===== config.mk =====
export PLATFORM = sky130hd
export DESIGN_NAME = pwmp_top
export DESIGN_NICKNAME = d
export VERILOG_FILES = /design/src/pwmp_pkg.sv /design/src/pwmp_ch_if.sv /design/src/pwmp_top.sv /design/src/pwmp_prescaler.sv /design/src/pwmp_channel.sv
export SDC_FILE = /design/constraint.sdc
export NUM_CORES = 1
export LEC_CHECK = 0
export BUFFER_PORTS_ARGS = -buffer_cell sky130_fd_sc_hd__buf_2
export CORE_MARGIN = 10
export CORE_UTILIZATION = 31
export CTS_CLUSTER_DIAMETER = 120
export DETAILED_ROUTE_END_ITERATION = 12
export PLACE_DENSITY_LB_ADDON = 0.05
export SLEW_MARGIN = 20
export SYNTH_ARGS = -nofsm -noshare
export SYNTH_HDL_FRONTEND = slang
export SYNTH_SLANG_ARGS = --single-unit

===== constraint.sdc =====
create_clock -name mclk -period 4.6 [get_ports mclk]
set_input_delay 0.23 -clock mclk [delete_from_list [all_inputs] [get_ports mclk]]
set_output_delay 0.23 -clock mclk [all_outputs]
set_load 0.02 [all_outputs]

===== src/pwmp_pkg.sv =====
package pwmp_pkg;
	localparam int CNT_W = 16;
	localparam int ADDR_W = 3;
	localparam int CH_N = 2;
	localparam int PRE_W = 11;

	// register indices
	localparam logic [ADDR_W-1:0] REG_CTRL = 3'h0;
	localparam logic [ADDR_W-1:0] REG_COUNT = 3'h1;
	localparam logic [ADDR_W-1:0] REG_CMP_A = 3'h2;
	localparam logic [ADDR_W-1:0] REG_CMP_B = 3'h3;
	localparam logic [ADDR_W-1:0] REG_CAPTURE = 3'h4;
	localparam logic [ADDR_W-1:0] REG_FLAGS = 3'h5;
	localparam logic [ADDR_W-1:0] REG_PORT = 3'h6;

	// control register fields
	localparam int CTRL_MODE_LSB = 0;
	localparam int CTRL_CLK_LSB = 4;
	localparam int CTRL_ACT_LSB = 8;
	localparam int CTRL_DIR_LSB = 12;
	localparam logic [CNT_W-1:0] CTRL_RESET = 16'h0000;
	localparam logic [CNT_W-1:0] CTRL_MASK = 16'h3F7F;

	// flag register bits
	localparam int FLAG_OVF = 0;
	localparam int FLAG_CMP_LSB = 1;
	localparam int FLAG_CAP = 3;
	localparam int FLAG_N = 4;

	// port register fields
	localparam int PORT_DATA_LSB = 0;
	localparam int PORT_PIN_LSB = 2;

	localparam logic [CNT_W-1:0] COUNT_ZERO = 16'h0000;
	localparam logic [CNT_W-1:0] COUNT_STEP = 16'h0001;

	localparam logic [3:0] MODE_PFC_CAPTURE = 4'h8;
	localparam logic [3:0] MODE_PFC_CMP_A = 4'h9;

	typedef enum logic [1:0] {
		ACT_OFF = 2'h0,
		ACT_TOGGLE = 2'h1,
		ACT_NONINV = 2'h2,
		ACT_INV = 2'h3
	} pwmp_act_e;

	// clock select codes and divider values
	localparam logic [2:0] CLK_STOP = 3'h0;
	localparam logic [2:0] CLK_DIV1 = 3'h1;
	localparam logic [2:0] CLK_DIV8 = 3'h2;
	localparam logic [2:0] CLK_DIV64 = 3'h3;
	localparam logic [2:0] CLK_DIV256 = 3'h4;
	localparam logic [2:0] CLK_DIV1024 = 3'h5;
	localparam logic [PRE_W-1:0] DIV_1 = 11'h0001;
	localparam logic [PRE_W-1:0] DIV_8 = 11'h0008;
	localparam logic [PRE_W-1:0] DIV_64 = 11'h0040;
	localparam logic [PRE_W-1:0] DIV_256 = 11'h0100;
	localparam logic [PRE_W-1:0] DIV_1024 = 11'h0400;
	localparam logic [PRE_W-1:0] PRE_ZERO = 11'h0000;
	localparam logic [PRE_W-1:0] PRE_STEP = 11'h0001;
endpackage : pwmp_pkg


===== src/pwmp_ch_if.sv =====
`timescale 1ns/1ps
interface pwmp_ch_if #(
	parameter int W = pwmp_pkg::CNT_W
);
	logic ce;
	logic tick;
	logic pfc;
	logic bottom_ev;
	logic eff_down;
	logic toggle_ok;
	logic [W-1:0] count;
	logic [W-1:0] top;
	logic [1:0] action;
	logic wr;
	logic [W-1:0] wdata;
	logic [W-1:0] buf_val;
	logic [W-1:0] active;
	logic match;
	logic level;

	modport core (
		output ce, tick, pfc, bottom_ev, eff_down, toggle_ok, count, top, action, wr, wdata,
		input buf_val, active, match, level
	);
	modport chan (
		input ce, tick, pfc, bottom_ev, eff_down, toggle_ok, count, top, action, wr, wdata,
		output buf_val, active, match, level
	);
endinterface : pwmp_ch_if


===== src/pwmp_top.sv =====
// Behaviour
// [RULE_01] mode field 0x8 or 0x9 selects symmetric dual-slope pwm
// [RULE_02] counter runs up from zero to ceiling, then back down to zero
// [RULE_03] ceiling is capture value in 0x8, compare a value in 0x9; reverse there
// [RULE_04] counter holds the ceiling for one timer tick before counting down
// [RULE_05] non-inverting: clear output on up-count match, set on down-count match
// [RULE_06] action 0x2 is non-inverted pwm, 0x3 inverted pwm
// [RULE_07] software keeps the ceiling at 0x0003 or above, up to full 16 bits
// [RULE_08] each compare match sets that channel's match flag
// [RULE_09] active compare values load from buffers when the counter is at zero
// [RULE_10] overflow flag sets on the same tick as the compare load at zero
// [RULE_11] reaching the ceiling sets compare a flag or capture flag, whichever defines it
// [RULE_12] compare above ceiling never matches; software keeps ceiling above compares
// [RULE_13] software uses capture ceiling for fixed rates, compare a for changing rates
// [RULE_14] waveform reaches the pin only when its direction bit selects output
// [RULE_15] compare zero gives steady low, compare at ceiling gives high, inverted opposite
// [RULE_16] mode 0x9 with channel a action 0x1 toggles output at each match
// [RULE_17] tick enable divides the clock by 1, 8, 64, 256 or 1024
// [RULE_18] everything runs on mclk; the tick is only a one-cycle enable
// [RULE_19] nonzero action field hands the pin to the compare output
// [RULE_20] zero action field leaves the pin as a plain port bit
// [RULE_21] compare writes go to the buffer and reach the comparator at next zero
// [RULE_22] match flag sets on the tick after the counter equals the compare value
`timescale 1ns/1ps
module pwmp_top #(
	parameter int W = pwmp_pkg::CNT_W
) (
	input wire logic mclk,
	input wire logic rst,
	input wire logic ce,
	input wire logic [pwmp_pkg::ADDR_W-1:0] addr,
	input wire logic [W-1:0] wdata,
	input wire logic wr,
	input wire logic rd,
	output logic [W-1:0] rdata,
	output logic [pwmp_pkg::CH_N-1:0] pin_out,
	output logic [pwmp_pkg::CH_N-1:0] pin_oe_n,
	output logic [pwmp_pkg::CH_N-1:0] compare_output,
	output logic [W-1:0] count_value
);
	localparam int N = pwmp_pkg::CH_N;

	logic [W-1:0] ctrl_q;
	logic [W-1:0] count_q;
	logic [W-1:0] capture_value_q;
	logic down_q;
	logic [pwmp_pkg::FLAG_N-1:0] flags_q;
	logic [N-1:0] port_data_q;
	logic [W-1:0] rdata_q;
	logic [N-1:0] pin_out_q;
	logic [N-1:0] pin_oe_n_q;

	logic [3:0] waveform_mode_sel;
	logic [2:0] clk_sel;
	logic [2*N-1:0] output_action_sel;
	logic [N-1:0] pin_direction_bit;
	logic timer_tick_enable;
	logic pfc;
	logic [W-1:0] top;
	logic at_top;
	logic at_bottom;
	logic top_ev;
	logic bottom_ev;
	logic eff_down;
	logic [N-1:0] match;
	logic [N-1:0] level;
	logic [N-1:0] cmp_wr;
	logic [W-1:0] cmp_active_a;
	logic [W-1:0] cmp_buf [N];
	logic [pwmp_pkg::FLAG_N-1:0] flag_set;
	logic [pwmp_pkg::FLAG_N-1:0] flag_clr;
	logic [W-1:0] rd_mux;

	// control fields
	assign waveform_mode_sel = ctrl_q[pwmp_pkg::CTRL_MODE_LSB +: 4];
	assign clk_sel = ctrl_q[pwmp_pkg::CTRL_CLK_LSB +: 3];
	assign output_action_sel = ctrl_q[pwmp_pkg::CTRL_ACT_LSB +: 2*N];
	assign pin_direction_bit = ctrl_q[pwmp_pkg::CTRL_DIR_LSB +: N];

	assign pfc = (waveform_mode_sel == pwmp_pkg::MODE_PFC_CAPTURE)
		|| (waveform_mode_sel == pwmp_pkg::MODE_PFC_CMP_A); // [RULE_01]

	// ceiling source
	assign top = (waveform_mode_sel == pwmp_pkg::MODE_PFC_CMP_A) ? cmp_active_a : capture_value_q; // [RULE_03]

	assign at_top = (count_q == top);
	assign at_bottom = (count_q == pwmp_pkg::COUNT_ZERO);
	assign top_ev = timer_tick_enable && pfc && at_top;
	assign bottom_ev = timer_tick_enable && pfc && at_bottom;
	// direction seen by a match: the ceiling counts as falling, zero as rising
	assign eff_down = at_top || (down_q && !at_bottom); // [RULE_15]

	pwmp_prescaler u_prescaler (
		.mclk(mclk),
		.rst(rst),
		.ce(ce),
		.clk_sel(clk_sel),
		.tick(timer_tick_enable)
	);

	pwmp_ch_if #(.W(W)) ch_if [N] ();

	genvar gi;
	generate
		for (gi = 0; gi < N; gi++) begin : g_ch
			assign cmp_wr[gi] = wr && (addr == pwmp_pkg::REG_CMP_A + pwmp_pkg::ADDR_W'(gi));
			assign ch_if[gi].ce = ce;
			assign ch_if[gi].tick = timer_tick_enable;
			assign ch_if[gi].pfc = pfc;
			assign ch_if[gi].bottom_ev = bottom_ev;
			assign ch_if[gi].eff_down = eff_down;
			assign ch_if[gi].toggle_ok = (waveform_mode_sel == pwmp_pkg::MODE_PFC_CMP_A);
			assign ch_if[gi].count = count_q;
			assign ch_if[gi].top = top;
			assign ch_if[gi].action = output_action_sel[2*gi +: 2];
			assign ch_if[gi].wr = cmp_wr[gi];
			assign ch_if[gi].wdata = wdata;
			assign match[gi] = ch_if[gi].match;
			assign level[gi] = ch_if[gi].level;
			assign cmp_buf[gi] = ch_if[gi].buf_val;

			pwmp_channel #(.IS_A(gi == 0)) u_channel (
				.mclk(mclk),
				.rst(rst),
				.ch(ch_if[gi])
			);

			// pin: compare output when the action field is nonzero, else port bit
			always_ff @(posedge mclk or posedge rst) begin
				if (rst) begin
					pin_out_q[gi] <= 1'b0;
					pin_oe_n_q[gi] <= 1'b1;
				end else if (ce) begin
					if (output_action_sel[2*gi +: 2] != pwmp_pkg::ACT_OFF) begin
						pin_out_q[gi] <= level[gi]; // [RULE_19]
					end else begin
						pin_out_q[gi] <= port_data_q[gi]; // [RULE_20]
					end
					pin_oe_n_q[gi] <= !pin_direction_bit[gi]; // [RULE_14]
				end
			end
		end
	endgenerate

	assign cmp_active_a = ch_if[0].active;

	// control and port registers
	always_ff @(posedge mclk or posedge rst) begin
		if (rst) begin
			ctrl_q <= pwmp_pkg::CTRL_RESET;
		end else if (ce && wr && addr == pwmp_pkg::REG_CTRL) begin
			ctrl_q <= wdata & pwmp_pkg::CTRL_MASK;
		end
	end

	always_ff @(posedge mclk or posedge rst) begin
		if (rst) begin
			port_data_q <= '0;
		end else if (ce && wr && addr == pwmp_pkg::REG_PORT) begin
			port_data_q <= wdata[pwmp_pkg::PORT_DATA_LSB +: N];
		end
	end

	// capture register: not buffered, it defines the ceiling directly
	always_ff @(posedge mclk or posedge rst) begin
		if (rst) begin
			capture_value_q <= pwmp_pkg::COUNT_ZERO;
		end else if (ce && wr && addr == pwmp_pkg::REG_CAPTURE) begin
			capture_value_q <= wdata;
		end
	end

	// dual-slope counter
	always_ff @(posedge mclk or posedge rst) begin
		if (rst) begin
			count_q <= pwmp_pkg::COUNT_ZERO;
		end else if (ce) begin
			if (wr && addr == pwmp_pkg::REG_COUNT) begin
				count_q <= wdata;
			end else if (timer_tick_enable && pfc) begin
				if (!down_q) begin
					if (count_q >= top) begin
						count_q <= count_q - pwmp_pkg::COUNT_STEP; // [RULE_04]
					end else begin
						count_q <= count_q + pwmp_pkg::COUNT_STEP; // [RULE_02]
					end
				end else if (at_bottom) begin
					count_q <= count_q + pwmp_pkg::COUNT_STEP; // [RULE_02]
				end else begin
					count_q <= count_q - pwmp_pkg::COUNT_STEP;
				end
			end
		end
	end

	always_ff @(posedge mclk or posedge rst) begin
		if (rst) begin
			down_q <= 1'b0;
		end else if (ce && timer_tick_enable && pfc) begin
			if (!down_q && count_q >= top) begin
				down_q <= 1'b1; // [RULE_03]
			end else if (down_q && at_bottom) begin
				down_q <= 1'b0;
			end
		end
	end

	// flag events
	always_comb begin
		flag_set = '0;
		flag_set[pwmp_pkg::FLAG_OVF] = bottom_ev; // [RULE_10]
		flag_set[pwmp_pkg::FLAG_CMP_LSB +: N] = match; // [RULE_08] [RULE_22]
		if (top_ev && waveform_mode_sel == pwmp_pkg::MODE_PFC_CMP_A) begin
			flag_set[pwmp_pkg::FLAG_CMP_LSB] = 1'b1; // [RULE_11]
		end
		if (top_ev && waveform_mode_sel == pwmp_pkg::MODE_PFC_CAPTURE) begin
			flag_set[pwmp_pkg::FLAG_CAP] = 1'b1; // [RULE_11]
		end
	end

	assign flag_clr = (wr && addr == pwmp_pkg::REG_FLAGS) ? wdata[pwmp_pkg::FLAG_N-1:0] : '0;

	// write one to clear; a set in the same cycle wins
	always_ff @(posedge mclk or posedge rst) begin
		if (rst) begin
			flags_q <= '0;
		end else if (ce) begin
			flags_q <= (flags_q & ~flag_clr) | flag_set;
		end
	end

	// read mux
	always_comb begin
		rd_mux = '0;
		case (addr)
			pwmp_pkg::REG_CTRL: rd_mux = ctrl_q;
			pwmp_pkg::REG_COUNT: rd_mux = count_q;
			pwmp_pkg::REG_CMP_A: rd_mux = cmp_buf[0];
			pwmp_pkg::REG_CMP_B: rd_mux = cmp_buf[1];
			pwmp_pkg::REG_CAPTURE: rd_mux = capture_value_q;
			pwmp_pkg::REG_FLAGS: rd_mux[pwmp_pkg::FLAG_N-1:0] = flags_q;
			pwmp_pkg::REG_PORT: begin
				rd_mux[pwmp_pkg::PORT_DATA_LSB +: N] = port_data_q;
				rd_mux[pwmp_pkg::PORT_PIN_LSB +: N] = pin_out_q;
			end
			default: rd_mux = '0;
		endcase
	end

	// read data stands only in the cycle after the strobe
	always_ff @(posedge mclk or posedge rst) begin
		if (rst) begin
			rdata_q <= '0;
		end else if (ce) begin
			rdata_q <= rd ? rd_mux : '0;
		end
	end

	// registered copies of the waveform and count for observation
	logic [N-1:0] level_q;
	logic [W-1:0] count_out_q;

	always_ff @(posedge mclk or posedge rst) begin
		if (rst) begin
			level_q <= '0;
			count_out_q <= pwmp_pkg::COUNT_ZERO;
		end else if (ce) begin
			level_q <= level;
			count_out_q <= count_q;
		end
	end

	assign rdata = rdata_q;
	assign pin_out = pin_out_q;
	assign pin_oe_n = pin_oe_n_q;
	assign compare_output = level_q;
	assign count_value = count_out_q;
endmodule : pwmp_top


===== src/pwmp_prescaler.sv =====
`timescale 1ns/1ps
module pwmp_prescaler (
	input wire logic mclk,
	input wire logic rst,
	input wire logic ce,
	input wire logic [2:0] clk_sel,
	output logic tick
);
	logic [pwmp_pkg::PRE_W-1:0] div;
	logic [pwmp_pkg::PRE_W-1:0] cnt_q;
	logic last;

	always_comb begin
		case (clk_sel)
			pwmp_pkg::CLK_DIV1: div = pwmp_pkg::DIV_1;
			pwmp_pkg::CLK_DIV8: div = pwmp_pkg::DIV_8;
			pwmp_pkg::CLK_DIV64: div = pwmp_pkg::DIV_64;
			pwmp_pkg::CLK_DIV256: div = pwmp_pkg::DIV_256;
			pwmp_pkg::CLK_DIV1024: div = pwmp_pkg::DIV_1024;
			default: div = pwmp_pkg::PRE_ZERO;
		endcase
	end

	assign last = (cnt_q >= div - pwmp_pkg::PRE_STEP);
	// single-cycle count enable, never a clock
	assign tick = ce && (div != pwmp_pkg::PRE_ZERO) && last; // [RULE_18]

	always_ff @(posedge mclk or posedge rst) begin
		if (rst) begin
			cnt_q <= pwmp_pkg::PRE_ZERO;
		end else if (ce) begin
			if (div == pwmp_pkg::PRE_ZERO || last) begin
				cnt_q <= pwmp_pkg::PRE_ZERO; // [RULE_17]
			end else begin
				cnt_q <= cnt_q + pwmp_pkg::PRE_STEP;
			end
		end
	end
endmodule : pwmp_prescaler


===== src/pwmp_channel.sv =====
`timescale 1ns/1ps
module pwmp_channel #(
	parameter bit IS_A = 1'b0
) (
	input wire logic mclk,
	input wire logic rst,
	pwmp_ch_if.chan ch
);
	// a match needs the compare value inside the count range
	assign ch.match = ch.tick && ch.pfc && (ch.count == ch.active) && (ch.active <= ch.top); // [RULE_12]

	always_ff @(posedge mclk or posedge rst) begin
		if (rst) begin
			ch.buf_val <= pwmp_pkg::COUNT_ZERO;
		end else if (ch.ce && ch.wr) begin
			ch.buf_val <= ch.wdata; // [RULE_21]
		end
	end

	// active value follows the buffer only at the bottom while in this mode
	always_ff @(posedge mclk or posedge rst) begin
		if (rst) begin
			ch.active <= pwmp_pkg::COUNT_ZERO;
		end else if (ch.ce) begin
			if (!ch.pfc) begin
				ch.active <= ch.wr ? ch.wdata : ch.buf_val;
			end else if (ch.bottom_ev) begin
				ch.active <= ch.buf_val; // [RULE_09]
			end
		end
	end

	always_ff @(posedge mclk or posedge rst) begin
		if (rst) begin
			ch.level <= 1'b0;
		end else if (ch.ce && ch.match) begin
			case (ch.action)
				pwmp_pkg::ACT_NONINV: ch.level <= ch.eff_down; // [RULE_05] [RULE_15]
				pwmp_pkg::ACT_INV: ch.level <= !ch.eff_down; // [RULE_06]
				pwmp_pkg::ACT_TOGGLE: ch.level <= (IS_A && ch.toggle_ok) ? !ch.level : ch.level; // [RULE_16]
				default: ch.level <= ch.level;
			endcase
		end
	end
endmodule : pwmp_channel


; Word-level counts from Yosys, hierarchy flattened
; Cells that the tools add are included.
[totals]
register_bits = 167
input_bits = 24
[classes]
add_sub_neg = 4
bitwise_logic = 3
eq_ne = 23
n_lt_le_gt_ge = 4
n_reduce_logical = 52
mux = 27
[op_table]
columns = operator, count
row1 = $mux 16, 13
row2 = $pmux 12 s5, 1
row3 = $pmux 11 s5, 1
row4 = $eq 16x16->1, 3
row5 = $le 16x16->1, 2
row6 = $logic_and 1x1->1, 28
row7 = $pmux 4 s7, 1
row8 = $add 16x1->16 const B, 1
row9 = $ge 16x16->1, 1
row10 = $logic_not 16->1, 1
row11 = $sub 16x1->16 const B, 1
row12 = $eq 3x3->1 const B, 5
row13 = $eq 3x2->1 const B, 4
row14 = $add 11x1->11 const B, 1
row15 = $ge 11x11->1, 1
row16 = $logic_not 11->1, 1
row17 = $mux 11, 1
row18 = $reduce_bool 11->1, 1
row19 = $sub 11x1->11 const B, 1
row20 = $reduce_bool 2->1, 5
row21 = $eq 2x2->1 const B, 4
row22 = $eq 4x4->1 const B, 2
row23 = $reduce_and 2->1, 4
row24 = $mux 1, 7
row25 = other kinds (14), 23

; Logic depth before layout (Yosys ltp)
; Gate-level depths: netlist of the first run.
[depth]
word_depth = 10
mapped_depth = 19
ltp_nobuf = 17

; By module
; Synthesis of the first run repeated with hierarchy kept, for this count alone.
[hier_totals]
hier_cells = 1063
area_unflattened_um2 = 10601.4
[modules_own_cells]
columns = module, instances, cells_each, seq_area_each_um2, area_per_inst_um2
row1 = pwmp_top, 1, 575, 2254.7, 5703.0
row2 = pwmp_channel at g_ch[0].u_channel, 1, 194, 825.8, 2003.2
row3 = pwmp_channel at g_ch[1].u_channel, 1, 192, 825.8, 1966.9
row4 = pwmp_prescaler, 1, 102, 275.3, 928.4

; Least setup slack after synthesis of the first run
; Ideal clock, no wire load.
[synth_path]
kind = register to register
from = register ctrl_q[1]
to = register count_q[11] (netlist: ch_if[0].count[11])
path_stages_with_launch = 16
synth_period_minus_slack_ns = 4.150
setup_time_ns = 0.069
t_arrival_ns = 4.081
setup_slack_ns = 0.450
n_path_buf = 3
required_ns = 4.531
path_cell_list = dfrtp_1 > nor3b_1 > and2_1 > clkbuf_1 > clkbuf_1 > mux2i_1 > ha_1 > nand4_2 > or3_4 > a31oi_4 > nor4b_2 > or2_1 > buf_6 > o41ai_4 > mux2_1 > nand3_1
[synth_between]
elab_chain_cells = 7
word_cells_on_any_way = 12
classes_between = order compare (1) / eq/ne (2) / mux (5) / reduce/logical (4)
[synth_lines]
columns = item, line_no
row1 = "start, declared", pwmp_top.sv:43  ; logic [W-1:0] ctrl_q;
row2 = "start signal, assigned", pwmp_top.sv:150  ; ctrl_q <= pwmp_pkg::CTRL_RESET;
row3 = "start signal, assigned", pwmp_top.sv:152  ; ctrl_q <= wdata & pwmp_pkg::CTRL_MASK;
row4 = $eq 4x4->1, "pwmp_top.sv:81, pwmp_top.sv:84"
row5 = $mux 16, pwmp_top.sv:84  ; assign top = (waveform_mode_sel == pwmp_pkg::MODE_PFC_CMP_A) ? cmp_active_a : capture_value_q;
row6 = $ge 16x16->1, pwmp_top.sv:182  ; if (count_q >= top) begin
row7 = $mux 16, pwmp_top.sv:182
row8 = $mux 16, pwmp_top.sv:181  ; if (!down_q) begin
row9 = $mux 16, pwmp_top.sv:180  ; end else if (timer_tick_enable && pfc) begin
row10 = $mux 16, pwmp_top.sv:178  ; if (wr && addr == pwmp_pkg::REG_COUNT) begin
row11 = "end signal, assigned", pwmp_top.sv:179  ; count_q <= wdata;
row12 = "end signal, assigned", pwmp_top.sv:183  ; count_q <= count_q - pwmp_pkg::COUNT_STEP;
row13 = "end signal, assigned", pwmp_top.sv:185  ; count_q <= count_q + pwmp_pkg::COUNT_STEP;
row14 = "end, declared", pwmp_top.sv:44  ; logic [W-1:0] count_q;
; Parallel ways exist; a longest one is shown, timed or not. The select of a mux whose other input is x is not followed.
; A chain may end at the register's enable or synchronous reset.

; Worst setup path in the final report of the first run
[layout_path]
from = register ctrl_q[6]
to = register g_ch[0].u_channel.ch.level
[layout_between]
elab_chain_cells = 10
word_cells_on_any_way = 16
classes_between = add/sub (1) / order compare (1) / eq/ne (5) / mux (1) / reduce/logical (8)
[layout_lines]
columns = item, line_no
row1 = $eq 3x3->1 (tied with other cells), pwmp_prescaler.sv:14  ; case (clk_sel)
row2 = $pmux 11 s5 *, pwmp_prescaler.sv:14
row3 = $sub 11x1->11 or $reduce_bool 11->1 (tied branches), "pwmp_prescaler.sv:24, pwmp_prescaler.sv:26"
row4 = $ge 11x11->1 or $logic_and 1x1->1 (tied branches), "pwmp_prescaler.sv:24, pwmp_prescaler.sv:26"
row5 = $logic_and 1x1->1 *, pwmp_prescaler.sv:26  ; assign tick = ce && (div != pwmp_pkg::PRE_ZERO) && last;
row6 = $logic_and 1x1->1 * (3 in series), pwmp_channel.sv:10  ; assign ch.match = ch.tick && ch.pfc && (ch.count == ch.active) && (ch.active <= ch.top);
row7 = $logic_and 1x1->1 *, pwmp_channel.sv:36  ; end else if (ch.ce && ch.match) begin
row8 = $reduce_and 3->1 (no line) *, n/a
row9 = "end signal, assigned", pwmp_channel.sv:38  ; pwmp_pkg::ACT_NONINV: ch.level <= ch.eff_down;
row10 = "end signal, assigned", pwmp_channel.sv:39  ; pwmp_pkg::ACT_INV: ch.level <= !ch.eff_down;
row11 = "end signal, assigned", pwmp_channel.sv:40  ; pwmp_pkg::ACT_TOGGLE: ch.level <= (IS_A && ch.toggle_ok) ? !ch.level : ch.level;
row12 = "end, declared", pwmp_ch_if.sv:27  ; output buf_val, active, match, level
; Every way passes the cells marked *; elsewhere a longest branch is shown, timed or not.

==> results.cfg, run 1 <==
[run_status]
status = finished clean

[global_routing]
grt_util_all_layers = 0.1734
grt_max_degree = 110
grt_antenna_before_repair = 0
grt_remaining_overflow = 0
first_global_vias = 8146
grt_pass1_wl_mm = 54.00

[floorplan]
core.rowCount = 66
design.core.area_um2 = 32780
die_w_um = 202.8
die_outline_area_um2 = 41140
initial_util = 0.3161
dieHeight_um = 202.8
io-pin-count = 62

[clocking]
clkLatencyLatePin_ns = 0.45
tritoncts_clock_tree = done
clk_path_buf_depth = 2
clock_sinks = 167
worst_setup_hold_path_clk_slew_ns = 0.07
tritoncts.num_buffers = 17
htreeDepth = 4
cts-root-buf = clkbuf_16

[timing]
hold_ws_ns = 0.1398
hold_viol_final = 0
slew-limit-headroom = 0.3326
report.final.slew_viol_count = 0
fin_worst_skew_ns = 0.01142
max_freq_ghz = 0.2483
transition_time_of_the_tightest_slew_check_pin_ns = 0.9991
post-route-period-util = 0.8755
unrepaired_setup_endpoints_after_global_routing = no
setup_total_negative_slack_ns = 0
setup_viol = 0
period_needed_ns = 4.027

[power_and_ir_drop]
power.ir.vdd_worst_uv = 298.7
total_leakage_power_nw = 5.177
power.density_nw_per_um2 = 520.7

[critical_path]
critical_path_startpoint = ctrl_q[6]
critical_path_cell_count = 18
critPathRequiredTime_ns = 4.93
path_class = flip-flop to flip-flop
worstPathBufferInverterCount = 3
cell_type_with_the_highest_occurrence_count_on_the_critical_path = ha_1
crit-reg2reg-launch = ctrl_q[6]
critical_path_slowest_stage_cell = dfrtp_1
cp_top_family = simple AND/OR/NAND/NOR gates
end_kind = flip-flop
timing.critical_path.slowest_cell_delay_ns = 0.47
worstRegToRegCells = 18
worstPathArrival_ns = 4.36
cp_cell_sequence = inv_1, ha_1, nor3b_1, nand2b_1, ha_1, inv_1, or4_1, o211ai_1, ha_1, a21o_1, a21oi_1, nand2_1, a21oi_1, or3_1, buf_4, and4bb_1, nand2_1, mux2_1
timing.critical_path.from_type = flip-flop
crit_fanout = 8

[synth]
syn-instance-count = 1012
synth_seq_area_share = 0.4035
synth_flop_cell = dfrtp_1
syn-cell-area_um2 = 10360
synthMostInstantiatedCell = dfrtp_1
syn_avg_cell_area_um2 = 10.24
yosys_warnings = 0
yosysTopAreaCellShare = 0.3985
unique_masters_post_synth = 72
ys_ff_latch = 167
synth_nets = 1101
synth_edf_count = 0
netlist_top_cells_area = dfrtp_1 (40%), mux2_2 (9.3%), ha_1 (7.8%), mux2i_1 (5.9%), nand2_1 (3.3%)
yosysTopAreaCell = dfrtp_1
synth_common_cells = dfrtp_1 (165), nand2_1 (91), mux2_2 (86)
async_reset_ff_frac = 1.000

[layout]
flow.area_growth_from_synthesis_pct = 14.56
multi_input_area_um2 = 5808
nFillCells = 3344
post_route_cells_drive_above_1_share = 0.2302
antenna-diode-count = 0
design.final.nets = 1149
area.sequential_um2 = 4182

[placement]
rd_place_congestion = 0.8331
hpwlAfterDp_mm = 25.79
port_buffers = 61

[flow_run]
drv_cap = 0

[worst_hold_path]
number_of_cells_traversed_by_the_worst_hold_path = 2
min_path_type = primary input to flip-flop
hold_start = wdata[15]

[routing]
vias_per_cell = 5.149
detail_route.first_pass.iterations = 4
drtAntennaViolNets = 0
postRouteWirelength_mm = 34.79
detail_route.wl_per_cell_um = 22.96
post_route_drc_violation_count = 0
num_vias = 7801
detail_route.iter0.violations = 413
==> through the flow <==
stage | setup slack, ns | power [W] | instances | instance area, µm² | util
2_1_floorplan | 0.4502 | 0.003847 | 1012 | 10370 | -
3_3_place_gp | 0.5508 | 0.004688 | 1482 | 11260 | 0.3433
3_5_place_dp | 0.4274 | 0.004691 | 1482 | 11260 | 0.3433
4_1_cts | 0.4095 | 0.006266 | 1515 | 11870 | 0.3621
5_1_grt | 0.1541 | 0.006652 | 1515 | 11870 | 0.3621
6_report | 0.5727 | 0.006182 | 1515 | 11870 | 0.3621
==> area by class of cell <==
type | instances | share of cell area
multi-input combinational | 746 | 0.4892
sequential | 167 | 0.3522
timing repair buffer | 94 | 0.04996
tap | 442 | 0.04659
clock buffer | 18 | 0.03615
clock inverter | 14 | 0.01476
inverter | 34 | 0.01107
==> repair_timing <==
item	in CTS	in global routing
hold buffers	1	0
buffers inserted	0	0
resized for setup	0	1
setup endpoints to repair	0	1
endpoints found under the hold margin	11	0
==> kinds of logic (layout without fill, tap and decap cells) <==
family,Yosys count,count (layout),synth area share
AND/OR/NAND/NOR,253,253,0.1251
AO/OA/AOI/OAI,213,213,0.1306
flip-flops,167,167,0.4035
multiplexers,159,159,0.1763
buffers and inverters,99,160,0.03864
adder cells (fa/ha/maj),65,65,0.07848
XOR/XNOR,56,56,0.04733
==> power breakdown <==
group / switching [W] / internal, W / total [W]
Combinational: 0.00133 / 0.00106 / 0.00239
Sequential: 0.000448 / 0.00180 / 0.00225
Clock: 0.000673 / 0.000862 / 0.00154
==> final timing paths <==
check | endpoint | slack, ns
setup / recovery | g_ch[0].u_channel.ch.level | 0.57
hold / removal | g_ch[1].u_channel.ch.buf_val[15] | 0.14
setup reg to reg | g_ch[0].u_channel.ch.level | 0.57
hold reg to reg | pin_oe_n[1] | 0.48
max in group asynchronous | g_ch[1].u_channel.ch.active[13] | 3.39
min in group asynchronous | g_ch[1].u_channel.ch.buf_val[2] | 0.50
==> cell usage in the layout, fill, tap and decap left out, types with 4 or more instances in the layout <==
master | netlist | layout
a21o_1 | 16 | 16
nor4_1 | 7 | 7
o21ai_0 | 61 | 61
mux2_2 | 86 | 86
a21oi_1 | 42 | 42
o21ai_1 | 10 | 10
nand2b_1 | 6 | 6
dfrtp_1 | 165 | 165
nand3_1 | 25 | 25
nor3_1 | 8 | 6
o22ai_1 | 22 | 22
buf_4 | 1 | 29
inv_1 | 34 | 33
and4_1 | 5 | 5
xor2_1 | 26 | 26
nor2b_1 | 8 | 8
nand4_1 | 12 | 12
o211ai_1 | 6 | 6
xnor2_1 | 30 | 30
nand2_1 | 91 | 90
mux4_2 | 10 | 10
o21a_1 | 4 | 4
nor2_1 | 45 | 45
and3_1 | 7 | 7
ha_1 | 65 | 65
clkbuf_16 | 0 | 17
mux2i_1 | 61 | 61
a22oi_1 | 16 | 16
nor3b_1 | 4 | 4
buf_2 | 8 | 61
a31oi_1 | 6 | 6
or3_1 | 7 | 7
==> flip-flops by register name, indices dropped and copies added, names as in the netlist <==
signal,count
u_prescaler.cnt_q,11
ch_if.count,16
pin_out,2
capture_value_q,16
compare_output,2
rdata,16
ctrl_q,13
g_ch.u_channel.ch.buf_val,32
g_ch.u_channel.ch.level,2
g_ch.u_channel.ch.active,32
down_q,1
count_value,16
pin_oe_n,2
flags_q,4
port_data_q,2
==> layer usage <==
layer / vias up / share of wire / GRT usage
met1: 3925 / 0.48 / 0.2323
met2: 86 / 0.48 / 0.2851
li1: 3767 / - / -
met3: 23 / 0.029 / 0.02691
met4: 0 / 0.014 / 0.04530
met5: - / 0 / 0
Power figures use the tool's default switching activity.
==> run 2: changes to the inputs <==
Settings changed: CTS_CLUSTER_DIAMETER 120 to not set.
Clock period 4.6 ns to 4.7 ns, I/O delays scaled along.
==> run 2 against run 1 <==
- the run now ends with negative hold slack left
- die area unchanged
- critical path depth decreased by 1
- combinational power about the same
- final cell count decreased by 0.20%
- sequential cell count unchanged
- clock skew increased by 0.0017 ns
- register-to-register slack got worse by 0.05 ns
- highest routed layer unchanged
- clock-buffer cell count increased by 5
- first-iteration DRC count increased by 13%
==> results.cfg, run 2 (same netlist as run 1, synthesis figures left out) <==
[run_status]
status = finished with violations
violations_in_the_final_reports = negative hold slack

[layout]
flow.area_growth_from_synthesis_pct = 14.27
most_frequent_cells_in_the_layout = dfrtp_1 (165), nand2_1 (90), mux2_2 (86), ha_1 (65)
layout_commonest_cell = dfrtp_1
final_core_utilization = 0.3612
design.final.nets = 1146
largest_registers = g_ch.u_channel.ch.active x32, g_ch.u_channel.ch.buf_val x32
antenna-diode-count = 0
post_route_cells_drive_above_1_share = 0.2262

[floorplan]
core.rowCount = 66
die_w_um = 202.8
die_outline_area_um2 = 41140
io-pin-count = 62
initial_util = 0.3161
dieHeight_um = 202.8
design.core.area_um2 = 32780

[power_and_ir_drop]
power.ir.vdd_worst_uv = 313.5
total_leakage_power_nw = 5.161
power_share_of_the_sequential_group = 0.361
power.density_nw_per_um2 = 513.1
power.internal_w = 0.003679
fraction_of_power_consumed_by_combinational_cells = 0.388
power_switching_share = 0.3945
power.clock.fraction = 0.251
p_sw_w = 0.002397

[timing]
slew-limit-headroom = 0.3994
fin_worst_skew_ns = 0.01313
unrepaired_setup_endpoints_after_global_routing = no
report.final.slew_viol_count = 0
post-route-period-util = 0.8894
hold_ws_ns = -0.07527
setup_total_negative_slack_ns = 0
period_needed_ns = 4.180
setup_viol = 0
transition_time_of_the_tightest_slew_check_pin_ns = 0.8991
hold_viol_final = 31
max_freq_ghz = 0.2392

[routing]
routedLengthMet1_mm = 16.46
detail_route.iter0.violations = 465
detail_route.first_pass.iterations = 6
detail_route.wl_per_cell_um = 23.35
num_vias = 7813
metal3_wl_mm = 1.071
postRouteWirelength_mm = 35.31
routed-wl-met2_mm = 17.38
drtAntennaViolNets = 0
post_route_drc_violation_count = 0
maxUsedRoutingLayer = met4
vias_per_cell = 5.167

[clocking]
clk_path_buf_depth = 2
tritoncts_clock_tree = done
ctsHoldBuffers = 0
worst_setup_hold_path_clk_slew_ns = 0.07
htreeDepth = 4
post_cts.resized_instances = 0
clkLatencyLatePin_ns = 0.45
tritoncts.num_buffers = 17
postCtsSetupRepairBufs = 0
clock_sinks = 167
cts-root-buf = clkbuf_16

[global_routing]
grt_remaining_overflow = 0
grt_pass1_wl_mm = 54.50
grt_util_all_layers = 0.1756
grt_antenna_before_repair = 0
grt_max_degree = 115
first_global_vias = 8172

[critical_path]
crit-reg2reg-launch = ctrl_q[6]
worstPathArrival_ns = 4.47
critPathRequiredTime_ns = 4.99
worstRegToRegCells = 17
path_class = flip-flop to flip-flop
regToRegSetupSlack_ns = 0.52
reg2reg_to = ch_if[0].count[2]
end_kind = flip-flop
crit_fanout = 14
timing.critical_path.from_type = flip-flop

[flow_run]
drv_cap = 0

[placement]
hpwlAfterDp_mm = 26.11
port_buffers = 61
rd_place_congestion = 0.8376

[worst_hold_path]
min_path_type = primary input to async pin
## run 2: routing by layer
layer,vias to the layer above,GRT usage
met5,-,0
met4,0,0.03917
met3,18,0.02882
met2,126,0.2923
met1,3916,0.2337
li1,3753,-
## run 2: worst max path at each step
stage	from	endpoint	slack, ns	cells past startpoint
detailed placement	ctrl_q[2]	ch_if[0].count[13]	0.57	13
global placement	ctrl_q[6]	ch_if[0].count[2]	0.61	17
CTS	ctrl_q[6]	ch_if[0].count[2]	0.51	17
global route	ctrl_q[6]	ch_if[0].count[1]	0.05	17
floorplan	ctrl_q[1]	ch_if[0].count[11]	0.55	15
finish	ctrl_q[6]	ch_if[0].count[2]	0.52	17
## run 2: area by class of cell
cell class / instances / area, µm²
clock buffers: 23 / 478.0
fillers: 3361 / 20940
clock inverters: 9 / 140.1
inverters: 34 / 131.4
flip-flops and latches: 167 / 4182
well taps: 442 / 553.0
multi-input cells: 746 / 5802
repair buffers: 91 / 555.5
## run 2: stage by stage
stage | std cells | worst slack [ns] | total power (W) | area (µm²)
after floorplan | 1012 | 0.5502 | 0.003765 | 10370
after global placement | 1480 | 0.6059 | 0.004594 | 11220
after detailed placement | 1480 | 0.5747 | 0.004593 | 11220
after CTS | 1512 | 0.5096 | 0.006143 | 11840
after global routing | 1512 | 0.04939 | 0.006496 | 11840
final | 1512 | 0.5200 | 0.006076 | 11840
## run 2: critical path, cell delays in order, from the launching register on
cell,delay [ns]
dfrtp_1,0.47
inv_1,0.12
ha_1,0.32
nor3b_1,0.38
nand2b_1,0.11
ha_1,0.22
inv_1,0.15
or4_1,0.13
o211ai_1,0.08
ha_1,0.19
a21o_1,0.15
a21oi_1,0.23
nand2_1,0.07
a21oi_1,0.30
or3_1,0.33
nand2_1,0.40
o21ai_0,0.30
a31oi_1,0.06
## run 2: power by group through the flow
stage	Sequential (W)	Combinational [W]	Clock, W
2_1_floorplan	0.00210	0.00167	0
3_3_place_gp	0.00222	0.00237	0
3_5_place_dp	0.00222	0.00237	0
4_1_cts	0.00220	0.00238	0.00156
5_1_grt	0.00224	0.00264	0.00161
6_report	0.00219	0.00236	0.00153
